$ cat config.mk
export PLATFORM = sky130hd
export DESIGN_NAME = tsc_top
export DESIGN_NICKNAME = d
export VERILOG_FILES = /design/src/tsc_pkg.sv /design/src/tsc_fifo_if.sv /design/src/tsc_stamp_fifo.sv /design/src/tsc_top.sv
export SDC_FILE = /design/constraint.sdc
export NUM_CORES = 2
export LEC_CHECK = 0
export BUFFER_PORTS_ARGS = -buffer_cell sky130_fd_sc_hd__buf_2
export CAP_MARGIN = 25
export CORE_MARGIN = 4
export CORE_UTILIZATION = 62
export CTS_BUF_LIST = sky130_fd_sc_hd__clkbuf_8
export DETAILED_ROUTE_END_ITERATION = 7
export PLACE_DENSITY = 0.76
export REMOVE_ABC_BUFFERS = 1
export SLEW_MARGIN = 15
export SYNTH_ARGS = -nofsm -noshare
export SYNTH_HDL_FRONTEND = slang
export SYNTH_HIERARCHICAL = 1
export SYNTH_SLANG_ARGS = --single-unit
$ cat constraint.sdc
create_clock -name clock -period 20.6 [get_ports clock]
set_clock_uncertainty 0.05 [all_clocks]
set_input_delay 0 -clock clock [delete_from_list [all_inputs] [get_ports clock]]
set_output_delay 0 -clock clock [all_outputs]
set_load 0.1 [all_outputs]
$ cat src/tsc_pkg.sv
// constants and types for the trigger timestamp capture block
// Notes on behaviour
// - a wide counter advances once per sample clock in use
// - counter clears on software reset command or on card start by mode
// - each trigger copies the present count into the timestamp fifo
// - stored value equals samples counted since last counter clear
// - mode 0 disables stamping, mode 2h is free running standard mode
// - command 1h clears counters and latches host time and date
// - mode 4h clears the counter at every card start
// - source 100h counts whole width on the sample clock
// - source 200h splits counter, high part on reference rising edges
// - source 400h splits counter, high part on reference falling edges
// - code 2000h puts two 10-bit incremental counts in top 20 bits
// - code 1000h puts auxiliary inputs in the top byte
// - without auxiliary or incremental capture upper bits are zero
// - without extra feature exactly one stamp per trigger
// - feature 10000h adds one stamp for first A area sample
// - clear takes effect only when card clock generation runs
// - writable millisecond timeout bounds wait for reference edge
// - read-only bitmap reports supported mode codes
// - reset time holds hours 23:16, minutes 15:8, seconds 7:0
// - reset date holds year 31:16, month 15:8, day 7:0
// - standard mode counter runs regardless of acquisition start and stop
// - split mode: reference edge clears low part, bumps high part
package tsc_pkg;
   // register indices; byte address is four times the index
   localparam logic [15:0] IDX_CMD     = 16'hb798;
   localparam logic [15:0] IDX_CAPS    = 16'hb799;
   localparam logic [15:0] IDX_TIME    = 16'hb7b6;
   localparam logic [15:0] IDX_DATE    = 16'hb7b7;
   localparam logic [15:0] IDX_TMO     = 16'hb7c5;
   localparam logic [15:0] IDX_STATUS  = 16'hb7c6;
   localparam logic [15:0] IDX_HOST_T  = 16'hb7c7;
   localparam logic [15:0] IDX_HOST_D  = 16'hb7c8;
   localparam logic [15:0] IDX_FIFO_LO = 16'hb7c9;
   localparam logic [15:0] IDX_FIFO_HI = 16'hb7ca;
   // command word fields
   localparam logic [31:0] CMD_CLEAR      = 32'h0000_0001;
   localparam logic [31:0] MODE_MASK      = 32'h0000_0006;
   localparam logic [31:0] MODE_OFF       = 32'h0000_0000;
   localparam logic [31:0] MODE_STANDARD  = 32'h0000_0002;
   localparam logic [31:0] MODE_STARTCLR  = 32'h0000_0004;
   localparam logic [31:0] SRC_MASK       = 32'h0000_0700;
   localparam logic [31:0] SRC_SAMPLE     = 32'h0000_0100;
   localparam logic [31:0] SRC_REF_RISE   = 32'h0000_0200;
   localparam logic [31:0] SRC_REF_FALL   = 32'h0000_0400;
   localparam logic [31:0] XIO_AUX        = 32'h0000_1000;
   localparam logic [31:0] XIO_INC        = 32'h0000_2000;
   localparam logic [31:0] FEAT_FIRST_A   = 32'h0001_0000;
   localparam logic [31:0] CMD_WRITE_MASK = 32'h0001_3706;
   localparam logic [31:0] CAPS_VALUE     = 32'h0001_3707;
   localparam logic [31:0] TMO_RESET      = 32'h0000_03e8;
   // entry layout
   localparam int ENTRY_W  = 64;
   localparam int AUX_W    = 8;
   localparam int INC_W    = 10;
   localparam int LOW_W    = 32;
   // time base for the edge timeout
   localparam int CLK_MHZ     = 100;
   localparam int MS_NS       = 1000000;
   localparam int CLK_NS      = 1000 / CLK_MHZ;
   localparam int MS_CYCLES   = MS_NS / CLK_NS;
endpackage

$ cat src/tsc_fifo_if.sv
// carrier between capture logic and the timestamp store
`timescale 1ns/1ps
interface tsc_fifo_if;
   logic        push;
   logic [63:0] push_data;
   logic        full;
   logic        pop;
   logic [63:0] head;
   logic        empty;
   modport writer (output push, push_data, pop, input full, head, empty);
   modport store  (input push, push_data, pop, output full, head, empty);
endinterface

$ cat src/tsc_stamp_fifo.sv
// timestamp store: simple synchronous fifo
`timescale 1ns/1ps
module tsc_stamp_fifo #(
   parameter int DEPTH = 16
) (
   // clock and reset
   input  wire logic      clock,
   input  wire logic      sys_rst,
   // fifo port
   tsc_fifo_if.store      fp
);
   localparam int AW = $clog2(DEPTH);
   if (DEPTH < 2 || (1 << AW) != DEPTH) begin : g_bad_depth
      $error("tsc_stamp_fifo: DEPTH must be a power of two >= 2");
   end
   logic [63:0]  mem [DEPTH];
   logic [AW:0]  wr_ff;
   logic [AW:0]  rd_ff;
   wire          do_push = fp.push && !fp.full;
   wire          do_pop  = fp.pop && !fp.empty;
   assign fp.empty = (wr_ff == rd_ff);
   assign fp.full  = (wr_ff[AW] != rd_ff[AW]) &&
                     (wr_ff[AW-1:0] == rd_ff[AW-1:0]);
   assign fp.head  = mem[rd_ff[AW-1:0]];
   always_ff @(posedge clock) begin
      if (do_push) begin
         mem[wr_ff[AW-1:0]] <= fp.push_data;
      end
   end
   always_ff @(posedge clock) begin
      if (sys_rst) begin
         wr_ff <= '0;
         rd_ff <= '0;
      end else begin
         wr_ff <= wr_ff + (AW+1)'(do_push);
         rd_ff <= rd_ff + (AW+1)'(do_pop);
      end
   end
endmodule // tsc_stamp_fifo

$ cat src/tsc_top.sv
// trigger timestamp capture with avalon-mm register slave
`timescale 1ns/1ps
module tsc_top
   import tsc_pkg::*;
#(
   parameter int CNT_W = 48,
   parameter int DEPTH = 16
) (
   // clock and reset
   input  wire logic        clock,
   input  wire logic        sys_rst,
   // avalon-mm slave
   input  wire logic [17:0] avs_address,
   input  wire logic        avs_read,
   input  wire logic        avs_write,
   input  wire logic [31:0] avs_writedata,
   input  wire logic [3:0]  avs_byteenable,
   output logic [31:0]      avs_readdata,
   output logic             avs_waitrequest,
   // acquisition events, sample clock domain
   input  wire logic        sample_tick,
   input  wire logic        trigger,
   input  wire logic        card_start,
   input  wire logic        first_a_sample,
   input  wire logic        dual_time_base_mode,
   input  wire logic        clock_gen_active,
   // external pins
   input  wire logic        ref_clock_pin,
   input  wire logic [7:0]  aux_in_pin,
   input  wire logic [19:0] incr_count_pin,
   // status
   output logic             edge_timeout,
   output logic             overflow
);
   // incremental capture overlays the top bits of a count wider than 44
   if (CNT_W <= LOW_W || CNT_W > ENTRY_W - AUX_W) begin : g_bad_cnt_w
      $error("tsc_top: CNT_W out of range");
   end

   // pin synchronisers
   logic [1:0]  ref_sync_ff;
   logic [7:0]  aux_s1_ff;
   logic [7:0]  aux_s2_ff;
   logic [19:0] inc_s1_ff;
   logic [19:0] inc_s2_ff;
   logic        ref_prev_ff;
   always_ff @(posedge clock) begin
      ref_sync_ff <= {ref_sync_ff[0], ref_clock_pin};
      aux_s1_ff   <= aux_in_pin;
      aux_s2_ff   <= aux_s1_ff;
      inc_s1_ff   <= incr_count_pin;
      inc_s2_ff   <= inc_s1_ff;
      ref_prev_ff <= ref_sync_ff[1];
   end
   wire ref_rise = ref_sync_ff[1] && !ref_prev_ff;
   wire ref_fall = !ref_sync_ff[1] && ref_prev_ff;

   // registers
   logic [31:0] cmd_ff;
   logic [31:0] time_ff;
   logic [31:0] date_ff;
   logic [31:0] tmo_ff;
   logic [31:0] host_t_ff;
   logic [31:0] host_d_ff;
   logic        ovf_ff;
   logic        tmo_flag_ff;
   logic        rd_ack_ff;
   // status word bit positions
   localparam int ST_OVF = 0;
   localparam int ST_TMO = 1;

   wire [15:0] idx = avs_address[17:2];
   wire hit_cmd   = (idx == IDX_CMD);
   wire hit_caps  = (idx == IDX_CAPS);
   wire hit_time  = (idx == IDX_TIME);
   wire hit_date  = (idx == IDX_DATE);
   wire hit_tmo   = (idx == IDX_TMO);
   wire hit_stat  = (idx == IDX_STATUS);
   wire hit_ht    = (idx == IDX_HOST_T);
   wire hit_hd    = (idx == IDX_HOST_D);
   wire hit_flo   = (idx == IDX_FIFO_LO);
   wire hit_fhi   = (idx == IDX_FIFO_HI);

   wire [31:0] be_mask = {{8{avs_byteenable[3]}}, {8{avs_byteenable[2]}},
                          {8{avs_byteenable[1]}}, {8{avs_byteenable[0]}}};
   function automatic logic [31:0] merge(input logic [31:0] old_v);
      merge = (old_v & ~be_mask) | (avs_writedata & be_mask);
   endfunction

   // writes complete at once, reads take one wait cycle
   wire wr_cmd  = avs_write && hit_cmd;
   wire clear_req = wr_cmd && avs_byteenable[0] &&
                    ((avs_writedata & CMD_CLEAR) != 32'h0);
   wire clear_ok  = clear_req && clock_gen_active;
   assign avs_waitrequest = avs_read && !rd_ack_ff;

   wire [31:0] mode  = cmd_ff & MODE_MASK;
   wire        ts_on = (mode == MODE_STANDARD) || (mode == MODE_STARTCLR);
   wire        split = (cmd_ff & (SRC_REF_RISE | SRC_REF_FALL)) != 32'h0;
   wire ref_edge = ((cmd_ff & SRC_REF_RISE) != 32'h0) ? ref_rise :
                   ((cmd_ff & SRC_REF_FALL) != 32'h0) ? ref_fall :
                   1'b0;
   // clear on command, or on card start in start-clear mode
   wire cnt_clear = clear_ok ||
                    (card_start && mode == MODE_STARTCLR);

   // counter
   logic [CNT_W-1:0] cnt_ff;
   logic [CNT_W-1:0] nxt_cnt;
   localparam int HI_W = CNT_W - LOW_W;
   always_comb begin
      nxt_cnt = cnt_ff;
      if (cnt_clear) begin
         nxt_cnt = '0;
      end else if (split && ref_edge) begin
         nxt_cnt = {cnt_ff[CNT_W-1:LOW_W] + HI_W'(1), LOW_W'(0)};
      end else if (sample_tick) begin
         if (split) begin
            nxt_cnt = {cnt_ff[CNT_W-1:LOW_W],
                       cnt_ff[LOW_W-1:0] + LOW_W'(1)};
         end else begin
            nxt_cnt = cnt_ff + CNT_W'(1);
         end
      end
   end
   always_ff @(posedge clock) begin
      if (sys_rst) cnt_ff <= '0;
      else         cnt_ff <= nxt_cnt;
   end

   // edge wait timeout in split mode
   logic [31:0] ms_ff;
   logic [31:0] ms_cnt_ff;
   wire ms_tick = (ms_ff == 32'(MS_CYCLES - 1));
   always_ff @(posedge clock) begin
      if (sys_rst || !split || ref_edge || cnt_clear) begin
         ms_ff     <= '0;
         ms_cnt_ff <= '0;
      end else begin
         ms_ff     <= ms_tick ? 32'h0 : ms_ff + 32'h1;
         if (ms_tick && ms_cnt_ff != tmo_ff)
            ms_cnt_ff <= ms_cnt_ff + 32'h1;
      end
   end
   wire tmo_hit = split && (tmo_ff != 32'h0) && (ms_cnt_ff == tmo_ff);

   // entry build and capture
   tsc_fifo_if fif ();
   logic [ENTRY_W-1:0] entry;
   always_comb begin
      entry = ENTRY_W'(cnt_ff);
      if ((cmd_ff & XIO_INC) != 32'h0)
         entry[ENTRY_W-1 -: 2*INC_W] = inc_s2_ff;
      else if ((cmd_ff & XIO_AUX) != 32'h0)
         entry[ENTRY_W-1 -: AUX_W] = aux_s2_ff;
   end
   wire extra_a = ((cmd_ff & FEAT_FIRST_A) != 32'h0) &&
                  dual_time_base_mode && first_a_sample;
   wire want_push = ts_on && (trigger || extra_a);
   assign fif.push      = want_push;
   assign fif.push_data = entry;
   wire pop_lo = avs_read && hit_flo && rd_ack_ff;
   assign fif.pop = pop_lo;

   tsc_stamp_fifo #(.DEPTH(DEPTH)) u_store (
      .clock   (clock),
      .sys_rst (sys_rst),
      .fp      (fif)
   );

   // register writes
   always_ff @(posedge clock) begin
      if (sys_rst) begin
         cmd_ff      <= MODE_OFF;
         time_ff     <= '0;
         date_ff     <= '0;
         tmo_ff      <= TMO_RESET;
         host_t_ff   <= '0;
         host_d_ff   <= '0;
         ovf_ff      <= 1'b0;
         tmo_flag_ff <= 1'b0;
      end else begin
         if (wr_cmd)
            cmd_ff <= merge(cmd_ff) & CMD_WRITE_MASK;
         if (avs_write && hit_time) time_ff <= merge(time_ff);
         if (avs_write && hit_date) date_ff <= merge(date_ff);
         if (avs_write && hit_tmo)  tmo_ff  <= merge(tmo_ff);
         if (avs_write && hit_ht)   host_t_ff <= merge(host_t_ff);
         if (avs_write && hit_hd)   host_d_ff <= merge(host_d_ff);
         if (clear_ok) begin
            time_ff <= host_t_ff;
            date_ff <= host_d_ff;
         end
         // sticky flags: set beats a write-one clear
         if (want_push && fif.full)
            ovf_ff <= 1'b1;
         else if (avs_write && hit_stat && avs_writedata[ST_OVF])
            ovf_ff <= 1'b0;
         if (tmo_hit)
            tmo_flag_ff <= 1'b1;
         else if (avs_write && hit_stat && avs_writedata[ST_TMO])
            tmo_flag_ff <= 1'b0;
      end
   end

   // read path
   wire [31:0] status_w = {29'h0, fif.empty, tmo_flag_ff, ovf_ff};
   wire [31:0] rd_mux =
      hit_cmd  ? cmd_ff :
      hit_caps ? CAPS_VALUE :
      hit_time ? time_ff :
      hit_date ? date_ff :
      hit_tmo  ? tmo_ff :
      hit_stat ? status_w :
      hit_ht   ? host_t_ff :
      hit_hd   ? host_d_ff :
      hit_fhi  ? fif.head[63:32] :
      hit_flo  ? fif.head[31:0] :
      32'h0;
   always_ff @(posedge clock) begin
      if (sys_rst) begin
         rd_ack_ff    <= 1'b0;
         avs_readdata <= '0;
      end else begin
         rd_ack_ff <= avs_read && !rd_ack_ff;
         if (avs_read && !rd_ack_ff)
            avs_readdata <= rd_mux;
      end
   end

   assign overflow     = ovf_ff;
   assign edge_timeout = tmo_flag_ff;

   chk_clear_zeroes: assert property (
      @(posedge clock) disable iff (sys_rst)
      clear_ok |=> (cnt_ff == '0))
      else $error("counter not zero after clear");
   chk_clear_gated: assert property (
      @(posedge clock) disable iff (sys_rst)
      (clear_req && !clock_gen_active && !card_start && !sample_tick
       && !ref_edge) |=> (cnt_ff == $past(cnt_ff)))
      else $error("clear acted without clock generation");
   chk_full_count: assert property (
      @(posedge clock) disable iff (sys_rst)
      (!split && sample_tick && !cnt_clear) |=>
      (cnt_ff == $past(cnt_ff) + CNT_W'(1)))
      else $error("full counter did not step");
   chk_split_edge: assert property (
      @(posedge clock) disable iff (sys_rst)
      (split && ref_edge && !cnt_clear) |=>
      (cnt_ff[LOW_W-1:0] == '0 &&
       cnt_ff[CNT_W-1:LOW_W] == $past(cnt_ff[CNT_W-1:LOW_W]) + HI_W'(1)))
      else $error("split edge wrong");
   chk_start_clear: assert property (
      @(posedge clock) disable iff (sys_rst)
      (card_start && mode == MODE_STARTCLR) |=> (cnt_ff == '0))
      else $error("start did not clear");
   chk_off_nopush: assert property (
      @(posedge clock) disable iff (sys_rst)
      ((cmd_ff & MODE_MASK) == MODE_OFF) |-> !fif.push)
      else $error("push while disabled");
   chk_ovf_set: assert property (
      @(posedge clock) disable iff (sys_rst)
      (want_push && fif.full) |=> ovf_ff ##1
      (ovf_ff || $past(avs_write && hit_stat && avs_writedata[ST_OVF])))
      else $error("overflow not raised");
   chk_upper_zero: assert property (
      @(posedge clock) disable iff (sys_rst)
      ((cmd_ff & (XIO_AUX | XIO_INC)) == 32'h0) |->
      (entry[ENTRY_W-1:CNT_W] == '0))
      else $error("upper bits not zero");
   chk_one_stamp: assert property (
      @(posedge clock) disable iff (sys_rst)
      ((cmd_ff & FEAT_FIRST_A) == 32'h0 && !trigger) |-> !fif.push)
      else $error("stamp without trigger");
   // counter stepping and holding
   chk_split_tick: assert property (
      @(posedge clock) disable iff (sys_rst)
      (split && sample_tick && !ref_edge && !cnt_clear) |=>
      (cnt_ff[LOW_W-1:0] == $past(cnt_ff[LOW_W-1:0]) + LOW_W'(1) &&
       cnt_ff[CNT_W-1:LOW_W] == $past(cnt_ff[CNT_W-1:LOW_W])))
      else $error("split low part did not step");
   chk_count_hold: assert property (
      @(posedge clock) disable iff (sys_rst)
      (!sample_tick && !cnt_clear && !(split && ref_edge)) |=>
      (cnt_ff == $past(cnt_ff)))
      else $error("counter moved without a sample");
   chk_std_start: assert property (
      @(posedge clock) disable iff (sys_rst)
      (card_start && (cmd_ff & MODE_MASK) == MODE_STANDARD && !clear_ok
       && !sample_tick && !(split && ref_edge)) |=>
      (cnt_ff == $past(cnt_ff)))
      else $error("card start moved the free running count");
   // capture contents
   chk_trig_push: assert property (
      @(posedge clock) disable iff (sys_rst)
      (trigger && ((cmd_ff & MODE_MASK) == MODE_STANDARD ||
                   (cmd_ff & MODE_MASK) == MODE_STARTCLR)) |-> fif.push)
      else $error("trigger not stored");
   chk_first_a: assert property (
      @(posedge clock) disable iff (sys_rst)
      ((cmd_ff & (FEAT_FIRST_A | MODE_MASK)) ==
       (FEAT_FIRST_A | MODE_STANDARD) && dual_time_base_mode &&
       first_a_sample) |-> fif.push)
      else $error("first A area stamp missing");
   chk_aux_byte: assert property (
      @(posedge clock) disable iff (sys_rst)
      (fif.push && (cmd_ff & (XIO_AUX | XIO_INC)) == XIO_AUX) |->
      (fif.push_data[ENTRY_W-1 -: AUX_W] == aux_s2_ff &&
       fif.push_data[LOW_W-1:0] == cnt_ff[LOW_W-1:0]))
      else $error("auxiliary byte misplaced");
   chk_inc_bits: assert property (
      @(posedge clock) disable iff (sys_rst)
      (fif.push && (cmd_ff & XIO_INC) != 32'h0) |->
      (fif.push_data[ENTRY_W-1 -: 2*INC_W] == inc_s2_ff &&
       fif.push_data[LOW_W-1:0] == cnt_ff[LOW_W-1:0]))
      else $error("incremental counts misplaced");
   // latched host clock, capability bitmap and sticky flags
   chk_time_latch: assert property (
      @(posedge clock) disable iff (sys_rst)
      clear_ok |=> (time_ff == $past(host_t_ff)))
      else $error("reset time not latched");
   chk_date_latch: assert property (
      @(posedge clock) disable iff (sys_rst)
      clear_ok |=> (date_ff == $past(host_d_ff)))
      else $error("reset date not latched");
   chk_caps_read: assert property (
      @(posedge clock) disable iff (sys_rst)
      (avs_read && hit_caps && !rd_ack_ff) |=> (avs_readdata == CAPS_VALUE))
      else $error("capability bitmap wrong");
   chk_tmo_flag: assert property (
      @(posedge clock) disable iff (sys_rst)
      tmo_hit |=> tmo_flag_ff)
      else $error("edge timeout not flagged");
   chk_tmo_hold: assert property (
      @(posedge clock) disable iff (sys_rst)
      (tmo_flag_ff && !(avs_write && hit_stat && avs_writedata[ST_TMO]))
      |=> tmo_flag_ff)
      else $error("edge timeout flag lost");
   chk_ovf_hold: assert property (
      @(posedge clock) disable iff (sys_rst)
      (ovf_ff && !(avs_write && hit_stat && avs_writedata[ST_OVF]))
      |=> ovf_ff)
      else $error("overflow flag lost");
   chk_ovf_drop: assert property (
      @(posedge clock) disable iff (sys_rst)
      (fif.push && fif.full && !fif.pop) |=> fif.full)
      else $error("store not full after a dropped entry");
endmodule // tsc_top

==> results.py <==
metrics = {
    "drt": {
        "met1_length_um": 59200,
        "routed-wl-met3_um": 18500,
        "dr.pass1.iters": 6,
        "routed_via_density": 6.57,
        "avgRoutedWirePerCell_um": 27.3,
        "top_layer": "met5",
        "routed_wl_um": 155000,
        "ant_nets": 0,
        "vias": 37400,
        "drc_errors": 0,
        "drtIter0Drc": 5497,
        "wl_met2_um": 71800,
    },
    "global_route": {
        "grt_util_all_layers_pct": 32.2,
        "grt_max_degree": 90,
        "grt_pass1_wl_um": 228000,
        "grt_antenna_before_repair": 15,
        "grt_pass1_vias": 36200,
        "overflow": 0,
    },
    "power_and_ir_drop": {
        "intPower_mw": 4.18,
        "p_leak_nw": 21.5,
        "p_seq_share_pct": 56.7,
        "pwr-share-clk_pct": 41.9,
        "p_switching_mw": 1.14,
        "swShare_pct": 21.4,
        "combPwrFrac_pct": 1.5,
        "p_per_area_nw_per_um2": 82.6,
        "irDropWorstVdd_mv": 0.0675,
        "power.total_mw": 5.32,
    },
    "sta": {
        "setup_viol": 0,
        "max_freq_ghz": 0.196,
        "finalSetupTns_ps": 0,
        "min_period_ps": 5110,
        "tightest_slew_ps": 1120,
        "drv_slew": 0,
        "finalCritPeriodShare_pct": 24.8,
        "postLayoutSetupSlackWorst_ps": 15490,
        "grt_setup_unrepaired": "false",
        "maxSlewHeadroom_pct": 25.1,
        "hold_viol_final": 0,
    },
    "place": {
        "hpwl_um": 89000,
        "dp_slack_ps": 15450,
        "gp_congestion": 0.919,
        "post-place-cells": 5091,
        "io_buffers": 125,
    },
    "flow_run": {
        "drv_cap": 0,
    },
    "critical_path": {
        "crit_path_end_kind": "flip-flop",
        "cpMaxStageDelayCell": "buf_4",
        "crit_top_cell": "buf_4",
        "cpLargestDelayFamily": "buffers and inverters",
        "critical_path_class": "reg2reg",
        "critPathBufInv": 4,
        "worst_ep_required_time_ps": 21390,
        "crit_path_start_kind": "flip-flop",
        "path_max_fanout": 46,
        "crit_chain": "buf_4, buf_4, nor2b_4, buf_4, a221o_1, o22ai_1, nor2b_1, o22ai_1, a221oi_1, o31a_1, nor3_1, dlygate4sd3_1",
        "cp_slowest_stage_delay_ps": 670,
        "arrival_ps": 5910,
    },
    "synth": {
        "synth_top_area_share_pct": 54.5,
        "synth.area.top_cells": "edfxtp_1, dfxtp_1, mux4_2",
        "seq_area_frac_synth_pct": 68.1,
        "ys_ff_latch": 1408,
        "syn_inst": 3950,
        "synth.avg_cell_area_sq_um": 14.3,
        "synth_area_sq_um": 56400,
        "synth_cell_types": 80,
        "ys.flop_type": "edfxtp_1",
        "synth_edf_count": 1024,
        "async_flop_share_pct": 0,
        "yosysWarnings": 6,
        "synth.largest_area_cell": "edfxtp_1",
    },
    "clock_tree": {
        "clk_latency_ps": 900,
        "cts_buffers": 212,
        "cts_root_buffer": "clkbuf_8",
        "h-tree-depth": 4,
        "clkSlewWorstSetupHoldPaths_ps": 70,
        "clock_path_buffers": 3,
        "ctsResizeCount": 0,
        "cts_sinks": 1408,
        "cts_hold_buf": 175,
        "cts_tree": "built",
        "post_cts_buffers": 0,
    },
    "die": {
        "coreArea_sq_um": 90100,
        "ios": 128,
        "fp.dieW_um": 310,
        "initial_core_util_pct": 62.6,
        "die_area_sq_um": 95900,
        "rows": 110,
        "die_h_um": 310,
    },
    "finish": {
        "final_cell_mix": "edfxtp_1, dfxtp_1, nor2_1, nand2_1, clkbuf_8",
        "fin_cells": 5683,
        "layout_commonest_cell": "edfxtp_1",
        "syn2layout_area_growth_pct": 14.1,
        "drive_above_1_share_pct": 18.0,
        "nNetsFinal": 4414,
    },
    "min_path": {
        "hp-class": "in2reg",
    },
    "outcome": {
        "status": "completed",
    },
}
## synthesized netlist by cell type, drive strengths merged, types with 37 or more instances
cell       n
a211oi    43
a21oi    171
mux2i    137
nand2    330
mux2     131
nor3      39
mux4     128
nor4      37
nor2     357
or3       40
nand3     59
a221o     71
nand4     43
o22ai     67
dfxtp    384
clkbuf   144
edfxtp  1024
o21ai    120
xor2      79
buf       97
o221ai    64
## kinds of logic after synthesis
kind of cell | count (synthesis) | synth area share (%)
mux | 396 | 10.2
flops | 1408 | 68.1
buf+inv | 257 | 2.27
compound gates | 715 | 8.78
simple gates | 1054 | 8.78
xor+xnor | 111 | 1.72
fa+ha+maj | 9 | 0.200
## final timing paths
kind	end	depth (start not counted)	slack, ps	from
min	cnt_ff[0]	4	60	sample_tick
min reg2reg	inc_s2_ff[8]	0	270	inc_s1_ff[8]
max	avs_readdata[1]	12	15490	u_store/rd_ff[1]
max reg2reg	avs_readdata[1]	12	15490	u_store/rd_ff[1]
## power groups by stage
stage	Clock, mW	Sequential (mW)	Combinational (mW)
2_1_floorplan	0	3.07	0.0140
3_3_place_gp	0	3.07	0.0466
3_5_place_dp	0	3.07	0.0483
4_1_cts	2.24	3.01	0.0746
5_1_grt	2.39	3.01	0.0810
6_report	2.23	3.01	0.0780
## area by class of cell
cell class | count | area [sq um]
Antenna cell | 9 | 22.5
Clock buffer | 243 | 3340
Clock inverter | 157 | 855
Fill cell | 5767 | 25800
Inverter | 16 | 60.1
Multi-Input combinational cell | 2285 | 17100
Sequential cell | 1408 | 38500
Tap cell | 1176 | 1470
Timing Repair Buffer | 389 | 3130
## layer usage
metal | track usage (%) | vias up
li1 | - | 16100
met1 | 44.9 | 18400
met2 | 50.3 | 2432
met3 | 7.81 | 429
met4 | 11.6 | 12
met5 | 0 | -
## metrics by stage
step | hold slack (ps) | util, % | instance area [sq um]
finish | 55.7 | 71.4 | 64400
global route | 76.9 | 71.4 | 64400
CTS | 1.74 | 71.3 | 64300
detailed placement | 53.6 | 64.7 | 58300
global placement | 52.0 | 64.6 | 58300
floorplan | -22.3 | - | 55200
## tightest hold or removal path, delay by kind of cell
family | cells | cell delay (ps)
buffers and inverters | 2 | 780
XOR/XNOR | 1 | 90
AND/OR/NAND/NOR | 1 | 70
(Power assumes the default switching activity.)
